`src/rtl/acqseq_pkg.sv`:
```
/*
 * Shared constants of the single-channel acquisition sequencer:
 * register offsets, field positions, counter mode codes and clock rates.
 * Assumes a byte-wide register port and a 25 MHz core clock.
 */
package acqseq_pkg;

	// ----------------------------------------------------------------
	// Register offsets
	// ----------------------------------------------------------------
	localparam int          ADDR_W          = 4;
	localparam logic [3:0]  OFS_STATUS_CFG  = 4'h0;  // read status, write config
	localparam logic [3:0]  OFS_TRIGGER     = 4'h1;
	localparam logic [3:0]  OFS_FIFO        = 4'h2;
	localparam logic [3:0]  OFS_CLEAR       = 4'h3;
	localparam logic [3:0]  OFS_INTERVAL    = 4'h4;
	localparam logic [3:0]  OFS_SAMPLE      = 4'h5;
	localparam logic [3:0]  OFS_GROUP_A_MODE = 4'h7;
	localparam logic [3:0]  OFS_TIMEBASE    = 4'h8;
	localparam logic [3:0]  OFS_GROUP_B_MODE = 4'hB;

	// ----------------------------------------------------------------
	// Field positions
	// ----------------------------------------------------------------
	localparam int BIT_TIMEBASE_SELECT = 0;
	localparam int BIT_SCAN_ENABLE     = 1;
	localparam int BIT_SW_TRIGGER      = 0;
	localparam int BIT_DATA_AVAIL      = 0;
	localparam int BIT_OVERFLOW        = 1;
	localparam int BIT_OVERRUN         = 2;
	localparam int BIT_SAMPLE_OUT      = 3;
	localparam int BIT_INTERVAL_OUT    = 4;

	// ----------------------------------------------------------------
	// Counter mode control bytes
	// ----------------------------------------------------------------
	localparam logic [7:0] MODE_CMD_INTERVAL = 8'h34;
	localparam logic [7:0] MODE_CMD_SAMPLE   = 8'h70;
	localparam logic [7:0] MODE_CMD_TIMEBASE = 8'h36;
	localparam logic [7:0] MODE_SEL_SAMPLE   = 8'h40;  // select field of group A
	localparam logic [7:0] MODE_SEL_MASK     = 8'hC0;

	typedef enum logic [1:0] {
		ACQSEQ_TERMINAL = 2'b00,
		ACQSEQ_RATE     = 2'b01,
		ACQSEQ_SQUARE   = 2'b11
	} acqseq_mode_t;

	// ----------------------------------------------------------------
	// Clocks and timing
	// ----------------------------------------------------------------
	localparam int CORE_CLK_NS   = 40;
	localparam int TB_FIXED_NS   = 1000;                        // 1 MHz source
	localparam int TB_FIXED_DIV  = TB_FIXED_NS / CORE_CLK_NS;
	localparam int CORE_MHZ      = 25;
	localparam int TB_FAST_MHZ   = 2;                           // 500 ns source
	localparam int FIFO_DEPTH    = 16;
	localparam int RESULT_W      = 16;

	localparam logic [7:0]  RESET_BYTE  = 8'h00;
	localparam logic [15:0] RESET_WORD  = 16'h0000;

endpackage

```
`src/rtl/acqseq_counter.sv`:
```
/*
 * One sixteen-bit down counter with terminal, rate and square-wave modes,
 * loaded low byte then high byte. Advances on a one-cycle tick enable.
 * Assumes tick, gate and the write strobes are synchronous to clk.
 */
`timescale 1ns/1ns
module acqseq_counter
	import acqseq_pkg::*;
(
	input  wire logic         clk,
	input  wire logic         rstn,
	input  wire logic         tick,
	input  wire logic         gate,
	input  wire logic         mode_wr,
	input  acqseq_mode_t      mode,
	input  wire logic         data_wr,
	input  wire logic [7:0]   data,
	output logic              out,
	output logic              out_fall,
	output logic              out_rise
);

	acqseq_mode_t  mode_ff;
	logic          byte_hi_ff;
	logic [7:0]    lsb_ff;
	logic [15:0]   reload_ff;
	logic [15:0]   count_ff;
	logic          pend_ff;
	logic          loaded_ff;
	logic          out_ff;
	logic          out_prev_ff;
	logic          gate_prev_ff;

	assign out      = out_ff;
	assign out_fall = out_prev_ff & ~out_ff;
	assign out_rise = ~out_prev_ff & out_ff;

	// ----------------------------------------------------------------
	// Programming path
	// ----------------------------------------------------------------
	always_ff @(posedge clk or negedge rstn) begin
		if (!rstn) begin
			mode_ff    <= ACQSEQ_TERMINAL;
			byte_hi_ff <= 1'b0;
			lsb_ff     <= RESET_BYTE;
			reload_ff  <= RESET_WORD;
		end else if (mode_wr) begin
			mode_ff    <= mode;
			byte_hi_ff <= 1'b0;
		end else if (data_wr) begin
			byte_hi_ff <= ~byte_hi_ff;
			if (!byte_hi_ff)
				lsb_ff <= data;
			else
				reload_ff <= {data, lsb_ff};
		end
	end

	// ----------------------------------------------------------------
	// Counting path
	// ----------------------------------------------------------------
	always_ff @(posedge clk or negedge rstn) begin
		if (!rstn) begin
			count_ff     <= RESET_WORD;
			pend_ff      <= 1'b0;
			loaded_ff    <= 1'b0;
			out_ff       <= 1'b1;
			out_prev_ff  <= 1'b1;
			gate_prev_ff <= 1'b0;
		end else begin
			out_prev_ff  <= out_ff;
			gate_prev_ff <= gate;
			if (mode_wr) begin
				// terminal mode output low until count ends
				out_ff    <= (mode == ACQSEQ_TERMINAL) ? 1'b0 : 1'b1;
				loaded_ff <= 1'b0;
				pend_ff   <= 1'b0;
			end else if (data_wr && byte_hi_ff) begin
				pend_ff <= 1'b1;
			end else if (mode_ff != ACQSEQ_TERMINAL && !gate) begin
				out_ff <= 1'b1;
				if (gate_prev_ff)
					count_ff <= reload_ff;
			end else if (tick) begin
				if (pend_ff) begin
					count_ff  <= reload_ff;
					pend_ff   <= 1'b0;
					loaded_ff <= 1'b1;
				end else if (loaded_ff && gate) begin
					case (mode_ff)
						ACQSEQ_TERMINAL: begin
							if (count_ff == 16'h0000)
								out_ff <= 1'b1;
							else
								count_ff <= count_ff - 16'h0001;
						end
						ACQSEQ_RATE: begin
							// one low tick per period of N
							if (count_ff == 16'h0002) begin
								out_ff   <= 1'b0;
								count_ff <= 16'h0001;
							end else if (count_ff <= 16'h0001) begin
								out_ff   <= 1'b1;
								count_ff <= reload_ff;
							end else begin
								count_ff <= count_ff - 16'h0001;
							end
						end
						ACQSEQ_SQUARE: begin
							if (count_ff <= 16'h0002) begin
								out_ff   <= ~out_ff;
								count_ff <= reload_ff;
							end else begin
								count_ff <= count_ff - 16'h0002;
							end
						end
						default: begin
							out_ff <= 1'b1;
						end
					endcase
				end
			end
		end
	end

endmodule

```
`src/rtl/acqseq_top.sv`:
```
/*
 * Single-channel acquisition sequencer: interval, sample and timebase
 * counters, conversion start logic, sixteen-entry result FIFO and status.
 * Assumes a byte register port synchronous to core_clk, and an external
 * converter that answers each conv_start with one adc_valid pulse.
 */
// The address map and the plain strobed port are this design's own decisions.
//
// Operation
// - Controlled mode paces, counts, then stops conversions
// - Controlled count held in sixteen bits
// - Freerun pulses continue while gate high
// - Interval clock is 1 MHz after reset
// - Timebase select uses timebase counter output
// - Timebase counter runs from fixed 2 MHz
// - Sample period equals timebase period times N
// - Interval falling edge starts one conversion
// - Interval divisor N ranges 2 to 65535
// - Sample counter tallies conversions, halts interval counter
// - Programmed interval output rests high
// - Software trigger bit starts interval counting
// - Data available flag at status bit 0
// - Full FIFO drops result, sets overflow
// - Start during conversion sets overrun
// - Clear write resets overflow and overrun
// - Enable only with trigger and sample low
// - FIFO result read low then high byte
`timescale 1ns/1ns
module acqseq_top
	import acqseq_pkg::*;
#(
	parameter int DEPTH = FIFO_DEPTH
)(
	input  wire logic                 core_clk,
	input  wire logic                 rstn,
	input  wire logic [ADDR_W-1:0]    reg_addr,
	input  wire logic [7:0]           reg_wdata,
	input  wire logic                 reg_wr,
	input  wire logic                 reg_rd,
	output logic      [7:0]           reg_rdata,
	input  wire logic                 external_convert_input_n,
	output logic                      conv_start,
	input  wire logic                 adc_valid,
	input  wire logic [RESULT_W-1:0]  adc_data,
	output logic                      channel_scan_enable_bit
);

	localparam int PTR_W = $clog2(DEPTH);

	// ----------------------------------------------------------------
	// Register decode
	// ----------------------------------------------------------------
	logic wr_cfg, wr_trig, wr_clear, wr_ival, wr_samp, wr_amode, wr_tb, wr_bmode;
	logic rd_fifo;
	logic wr_ival_mode, wr_samp_mode;

	assign wr_cfg   = reg_wr && reg_addr == OFS_STATUS_CFG;
	assign wr_trig  = reg_wr && reg_addr == OFS_TRIGGER;
	assign wr_clear = reg_wr && reg_addr == OFS_CLEAR;
	assign wr_ival  = reg_wr && reg_addr == OFS_INTERVAL;
	assign wr_samp  = reg_wr && reg_addr == OFS_SAMPLE;
	assign wr_amode = reg_wr && reg_addr == OFS_GROUP_A_MODE;
	assign wr_tb    = reg_wr && reg_addr == OFS_TIMEBASE;
	assign wr_bmode = reg_wr && reg_addr == OFS_GROUP_B_MODE;
	assign rd_fifo  = reg_rd && reg_addr == OFS_FIFO;

	assign wr_samp_mode = wr_amode && (reg_wdata & MODE_SEL_MASK) == MODE_SEL_SAMPLE;
	assign wr_ival_mode = wr_amode && !wr_samp_mode;

	// ----------------------------------------------------------------
	// Control bits
	// ----------------------------------------------------------------
	logic timebase_select_bit_ff;
	logic scan_enable_ff;
	logic software_trigger_bit_ff;

	always_ff @(posedge core_clk or negedge rstn) begin
		if (!rstn) begin
			timebase_select_bit_ff  <= 1'b0;
			scan_enable_ff          <= 1'b0;
			software_trigger_bit_ff <= 1'b0;
		end else begin
			if (wr_cfg) begin
				timebase_select_bit_ff <= reg_wdata[BIT_TIMEBASE_SELECT];
				scan_enable_ff         <= reg_wdata[BIT_SCAN_ENABLE];
			end
			if (wr_trig)
				software_trigger_bit_ff <= reg_wdata[BIT_SW_TRIGGER];
		end
	end

	assign channel_scan_enable_bit = scan_enable_ff;

	// ----------------------------------------------------------------
	// Fixed timebases
	// ----------------------------------------------------------------
	logic [4:0] div_1m_ff;
	logic       tick_1m_ff;
	logic [4:0] acc_2m_ff;
	logic       tick_2m_ff;

	always_ff @(posedge core_clk or negedge rstn) begin
		if (!rstn) begin
			div_1m_ff  <= 5'h00;
			tick_1m_ff <= 1'b0;
		end else if (div_1m_ff == 5'(TB_FIXED_DIV - 1)) begin
			div_1m_ff  <= 5'h00;
			tick_1m_ff <= 1'b1;
		end else begin
			div_1m_ff  <= div_1m_ff + 5'h01;
			tick_1m_ff <= 1'b0;
		end
	end

	// fractional divider averages exactly 2 MHz
	always_ff @(posedge core_clk or negedge rstn) begin
		if (!rstn) begin
			acc_2m_ff  <= 5'h00;
			tick_2m_ff <= 1'b0;
		end else if (acc_2m_ff >= 5'(CORE_MHZ - TB_FAST_MHZ)) begin
			acc_2m_ff  <= acc_2m_ff - 5'(CORE_MHZ - TB_FAST_MHZ);
			tick_2m_ff <= 1'b1;
		end else begin
			acc_2m_ff  <= acc_2m_ff + 5'(TB_FAST_MHZ);
			tick_2m_ff <= 1'b0;
		end
	end

	// ----------------------------------------------------------------
	// Counters
	// ----------------------------------------------------------------
	logic interval_counter_output, interval_fall;
	logic sample_counter_output;
	logic timebase_rise;
	logic interval_tick;
	logic interval_counter_gate;
	acqseq_mode_t ival_mode, samp_mode;

	// enable needs trigger set and sample output low
	// terminal count high holds interval counter off
	// trigger bit lets interval counter run
	assign interval_counter_gate = software_trigger_bit_ff && !sample_counter_output;
	// interval ticks once per timebase period when select is set, else on the 1 MHz tick
	assign interval_tick = timebase_select_bit_ff ? timebase_rise : tick_1m_ff;
	assign ival_mode = ACQSEQ_RATE;
	assign samp_mode = ACQSEQ_TERMINAL;

	// free running while gate stays high
	acqseq_counter u_interval_counter (
		.clk      (core_clk),
		.rstn     (rstn),
		.tick     (interval_tick),
		.gate     (interval_counter_gate),
		.mode_wr  (wr_ival_mode),
		.mode     (ival_mode),
		.data_wr  (wr_ival),
		.data     (reg_wdata),
		.out      (interval_counter_output),
		.out_fall (interval_fall),
		.out_rise ()
	);

	// counts conversion pulses from interval counter
	acqseq_counter u_sample_counter (
		.clk      (core_clk),
		.rstn     (rstn),
		.tick     (interval_fall),
		.gate     (1'b1),
		.mode_wr  (wr_samp_mode),
		.mode     (samp_mode),
		.data_wr  (wr_samp),
		.data     (reg_wdata),
		.out      (sample_counter_output),
		.out_fall (),
		.out_rise ()
	);

	acqseq_counter u_timebase_counter (
		.clk      (core_clk),
		.rstn     (rstn),
		.tick     (tick_2m_ff),
		.gate     (1'b1),
		.mode_wr  (wr_bmode),
		.mode     (ACQSEQ_SQUARE),
		.data_wr  (wr_tb),
		.data     (reg_wdata),
		.out      (),
		.out_fall (),
		.out_rise (timebase_rise)
	);

	// ----------------------------------------------------------------
	// Conversion start and overrun
	// ----------------------------------------------------------------
	logic ext_prev_ff;
	logic ext_fall;
	logic start_req;
	logic conv_start_ff;
	logic busy_ff;
	logic overrun_ff;

	assign ext_fall  = ext_prev_ff && !external_convert_input_n && interval_counter_gate;
	// falling edge of interval output starts a conversion
	assign start_req = interval_fall || ext_fall;
	assign conv_start = conv_start_ff;

	always_ff @(posedge core_clk or negedge rstn) begin
		if (!rstn) begin
			ext_prev_ff   <= 1'b1;
			conv_start_ff <= 1'b0;
			busy_ff       <= 1'b0;
		end else begin
			ext_prev_ff   <= external_convert_input_n;
			conv_start_ff <= start_req;
			if (conv_start_ff)
				busy_ff <= 1'b1;
			else if (adc_valid)
				busy_ff <= 1'b0;
		end
	end

	// new start while converting sets overrun
	// clear write resets, a same-cycle event wins
	always_ff @(posedge core_clk or negedge rstn) begin
		if (!rstn)
			overrun_ff <= 1'b0;
		else if (conv_start_ff && busy_ff && !adc_valid)
			overrun_ff <= 1'b1;
		else if (wr_clear)
			overrun_ff <= 1'b0;
	end

	// ----------------------------------------------------------------
	// Result FIFO
	// ----------------------------------------------------------------
	logic [RESULT_W-1:0] mem_ff [DEPTH];
	logic [PTR_W-1:0]    wptr_ff, rptr_ff;
	logic [PTR_W:0]      level_ff;
	logic                byte_hi_ff;
	logic                overflow_ff;
	logic                fifo_full, fifo_empty, push, pop;

	assign fifo_full  = level_ff == (PTR_W+1)'(DEPTH);
	assign fifo_empty = level_ff == '0;
	assign push = adc_valid && !fifo_full;
	// second byte read removes the entry
	assign pop  = rd_fifo && byte_hi_ff && !fifo_empty;

	// full FIFO keeps contents, drops new result
	generate
		for (genvar i = 0; i < DEPTH; i++) begin : g_mem
			always_ff @(posedge core_clk or negedge rstn) begin
				if (!rstn)
					mem_ff[i] <= RESET_WORD;
				else if (push && wptr_ff == PTR_W'(i))
					mem_ff[i] <= adc_data;
			end
		end
	endgenerate

	always_ff @(posedge core_clk or negedge rstn) begin
		if (!rstn) begin
			wptr_ff    <= '0;
			rptr_ff    <= '0;
			level_ff   <= '0;
			byte_hi_ff <= 1'b0;
		end else if (wr_clear) begin
			wptr_ff    <= '0;
			rptr_ff    <= '0;
			level_ff   <= '0;
			byte_hi_ff <= 1'b0;
		end else begin
			if (push)
				wptr_ff <= wptr_ff + PTR_W'(1);
			if (pop)
				rptr_ff <= rptr_ff + PTR_W'(1);
			if (push && !pop)
				level_ff <= level_ff + (PTR_W+1)'(1);
			else if (pop && !push)
				level_ff <= level_ff - (PTR_W+1)'(1);
			// low byte first, then high byte
			if (rd_fifo)
				byte_hi_ff <= ~byte_hi_ff;
		end
	end

	// clear write resets, a same-cycle event wins
	always_ff @(posedge core_clk or negedge rstn) begin
		if (!rstn)
			overflow_ff <= 1'b0;
		else if (adc_valid && fifo_full)
			overflow_ff <= 1'b1;
		else if (wr_clear)
			overflow_ff <= 1'b0;
	end

	// ----------------------------------------------------------------
	// Read data
	// ----------------------------------------------------------------
	logic [7:0] status_byte;
	logic [7:0] rdata_ff;
	logic [RESULT_W-1:0] head;

	assign head = mem_ff[rptr_ff];

	// data available flag in status bit 0
	always_comb begin
		status_byte = RESET_BYTE;
		status_byte[BIT_DATA_AVAIL]   = !fifo_empty;
		status_byte[BIT_OVERFLOW]     = overflow_ff;
		status_byte[BIT_OVERRUN]      = overrun_ff;
		status_byte[BIT_SAMPLE_OUT]   = sample_counter_output;
		status_byte[BIT_INTERVAL_OUT] = interval_counter_output;
	end

	always_ff @(posedge core_clk or negedge rstn) begin
		if (!rstn)
			rdata_ff <= RESET_BYTE;
		else if (reg_rd) begin
			case (reg_addr)
				OFS_STATUS_CFG: rdata_ff <= status_byte;
				OFS_TRIGGER:    rdata_ff <= {7'h00, software_trigger_bit_ff};
				OFS_FIFO:       rdata_ff <= byte_hi_ff ? head[15:8] : head[7:0];
				default:        rdata_ff <= RESET_BYTE;
			endcase
		end
	end

	assign reg_rdata = rdata_ff;

endmodule

```
`config.mk`:
```
export PLATFORM = sky130hd
export DESIGN_NAME = acqseq_top
export DESIGN_NICKNAME = d
export VERILOG_FILES = /design/src/rtl/acqseq_pkg.sv /design/src/rtl/acqseq_counter.sv /design/src/rtl/acqseq_top.sv
export SDC_FILE = /design/constraint.sdc
export NUM_CORES = 1
export LEC_CHECK = 0
export BUFFER_PORTS_ARGS = -buffer_cell sky130_fd_sc_hd__buf_2
export CAP_MARGIN = 5
export CORE_MARGIN = 1
export CORE_UTILIZATION = 30
export DETAILED_ROUTE_END_ITERATION = 6
export GPL_ROUTABILITY_DRIVEN = 0
export HOLD_SLACK_MARGIN = 0.15
export PLACE_DENSITY = 0.41
export SYNTH_ARGS = -nofsm -noshare
export SYNTH_HDL_FRONTEND = slang
export SYNTH_SLANG_ARGS = --single-unit
```
`constraint.sdc`:
```
create_clock -name core_clk -period 4.8 [get_ports core_clk]
set_input_delay 0.96 -clock core_clk [delete_from_list [all_inputs] [get_ports core_clk]]
set_output_delay 0.96 -clock core_clk [all_outputs]
set_load 0.05 [all_outputs]
```
==> results.yml <==
run_status:
  status: "complete, no violations"
critical_path:
  crit_type: "flip-flop to flip-flop"
  reg2reg_to: "level_ff[4]"
  timing.rr.start: "byte_hi_ff"
  cp-start-kind: "flip-flop"
  worst-r2r-cell-count: 10
  cp-end-kind: "flip-flop"
  crit_required_ns: 5.28
  worst-path-max-fanout: 12
  arrival_ns: 3.65
  ff2ff_setup_slack_ns: 1.63
clocking:
  cts_hold_buf: 0
  clockBufferDepth: 3
  clk_latency_ns: 0.61
  cts_sinks: 435
  cts_tree: "built"
  cts_max_level: 2
  cts_root_buffer: "clkbuf_16"
  cts_resized: 0
  post_cts_buffers: 0
  clk_pin_slew_worst_paths_ns: 0.06
  cts_made_buffers: 53
timing:
  finalSetupViolations: 0
  hold_viol_final: 0
  max_slew_margin_pct: 28.7
  tns_ns: 0
  worst_pin_slew_ns: 1.06
  fin_crit_sh_pct: 66.0
  rsz0062_at_grt: "no"
  finClkSkew_ns: 0.0216
  maxSlewViolCount: 0
  fmax_mhz: 316
  min_period_ns: 3.17
floorplan:
  coreArea_um2: 68700
  core.rowCount: 96
  die_w_um: 266
  start_util_pct: 30.3
  dieArea_um2: 70500
  die_y_um: 266
  pin_count: 44
power_and_ir_drop:
  pwr-share-comb_pct: 28.2
  pwr-share-clk_pct: 29.2
  p_per_area_nw_per_um2: 580
  switching_share_pct: 31.0
  ir_drop_v: 0.000276
  power_mw: 13.9
  leakagePower_nw: 10.2
  p_switching_mw: 4.29
  seqPwrFrac_pct: 42.7
  internal_power_mw: 9.57
drt:
  firstDrtPassIters: 5
  via_count: 13679
  wl_per_cell_um: 21.2
  drt_iter0_markers: 829
  vias_per_cell: 5.08
  antenna_left: 0
  drcViolationCount: 0
  wirelength_mm: 57.1
logic_synthesis:
  synthTopCellsByArea: "dfrtp_1 52%, mux2_2 17%, mux4_2 6.5%"
  ys_top_cells_by_count: "429 x dfrtp_1, 310 x mux2_2, 159 x nand2_1, 86 x nor2_1, 77 x o21ai_0"
  synth_fp_nets: 1745
  yosysMostFrequentCell: "dfrtp_1"
  yosys_warnings: 0
  async_flop_share_pct: 100
  synth_ff_type: "dfrtp_1"
  synth.top_cell.area_share_pct: 51.5
  ys_seq_area_share_pct: 52.3
  syn_area_um2: 20800
  yosys.area.top_type: "dfrtp_1"
  ys_ff_latch: 435
  ys_types: 83
  synth_edf_count: 0
  syn_inst: 1689
  avgSynthCellArea_um2: 12.3
grt:
  first_global_vias: 14335
  grt_usage_pct: 16.6
  antenna_found_initial: 3
  grt_max_degree: 98
  grt_pass1_wl_mm: 89.9
  grt-ovfl-total: 0
layout:
  post-route-util_pct: 34.8
  drive_gt1_share_pct: 32.0
  area_growth_pct: 14.7
  nNetsFinal: 1772
  fin_area_um2: 23900
  stdcell_count: 2692
placement:
  dpl.hpwl_mm: 36.8
  dpl_cell_area_um2: 22100
  dp.cells: 2592
  port_buffers: 43
min_path:
  hold_class: "primary input to asynchronous set/reset pin"
job:
  maxCapViolCount: 0
state kept, by name (all words and copies together) (netlist names), 16 cells and up:
signal / cells
u_interval_counter.count_ff: 16
u_timebase_counter.count_ff: 16
u_timebase_counter.reload_ff: 16
mem_ff: 256
u_sample_counter.count_ff: 16
u_interval_counter.reload_ff: 16
u_sample_counter.reload_ff: 16
worst max-delay path by stage:
stage / depth (start not counted) / to / slack, ns / from
6_report: 10 / level_ff[4] / 1.63 / byte_hi_ff
5_1_grt: 10 / level_ff[4] / 1.37 / byte_hi_ff
4_1_cts: 10 / level_ff[4] / 1.55 / byte_hi_ff
3_5_place_dp: 11 / level_ff[4] / 1.07 / reg_addr[3]
3_3_place_gp: 11 / level_ff[4] / 1.05 / reg_addr[3]
2_1_floorplan: 10 / level_ff[4] / 1.46 / reg_addr[3]
kinds of logic (layout without fill, tap and decap cells):
kind of cell             after synthesis  after routing  synth area share [%]
AND/OR/NAND/NOR                      412            412                  9.50
multiplexers                         393            393                  24.3
other                                  0              1                     0
buffers and inverters                135            206                  2.66
AO/OA/AOI/OAI                        268            268                  8.83
adder cells (fa/ha/maj)               22             22                  1.36
XOR/XNOR                              24             24                  1.01
flip-flops                           435            435                  52.3
power groups by stage:
| stage | Clock [mW] | Combinational (mW) | Sequential, mW |
|---|---|---|---|
| after global placement | 0 | 3.89 | 5.93 |
| after floorplan | 0 | 3.23 | 5.55 |
| after CTS | 4.20 | 3.96 | 5.92 |
| final | 4.05 | 3.90 | 5.91 |
| after global routing | 4.36 | 4.31 | 6.12 |
| after detailed placement | 0 | 3.96 | 5.98 |
final cells by class:
| cell class | instances | area, µm² |
|---|---|---|
| Timing Repair Buffer | 76 | 536 |
| Fill cell | 6869 | 44800 |
| Multi-Input combinational cell | 1119 | 9390 |
| Inverter | 31 | 116 |
| Clock buffer | 81 | 1560 |
| Sequential cell | 435 | 10900 |
| Clock inverter | 18 | 221 |
| Antenna cell | 1 | 2.50 |
| Tap cell | 931 | 1160 |
placed cells by master (no fill, tap or decap), types with 15 or more instances in the layout:
cell type,instances
a21oi_1,57
a31oi_1,15
buf_2,42
buf_4,28
clkbuf_1,15
clkbuf_16,53
dfrtp_1,427
ha_1,21
inv_1,29
mux2_2,310
mux2i_1,23
mux4_2,60
nand2_1,159
nand2b_1,15
nand3_1,24
nand4_1,15
nor2_1,86
nor3_1,33
o21ai_0,77
metal layers:
layer	wire, µm	GRT usage [%]
met1	27100	23.3
met3	1820	2.25
met2	27000	27.0
met5	8	0
met4	1160	4.25
stage by stage:
stage,setup WS [ns],hold WS (ns)
floorplan,1.46,0.364
global placement,1.05,0.393
detailed placement,1.07,0.400
CTS,1.55,0.404
global route,1.37,0.415
finish,1.63,0.358
critical path, stage by stage (launching register included):
cell	delay, ns
dfrtp_1	0.91
inv_1	0.31
a2111oi_4	0.45
nor2b_1	0.15
inv_1	0.17
ha_1	0.29
a21o_1	0.19
a21oi_1	0.17
mux2i_1	0.23
xnor2_1	0.14
nor2_1	0.05
Note: power is estimated with default switching activity, not from simulation.
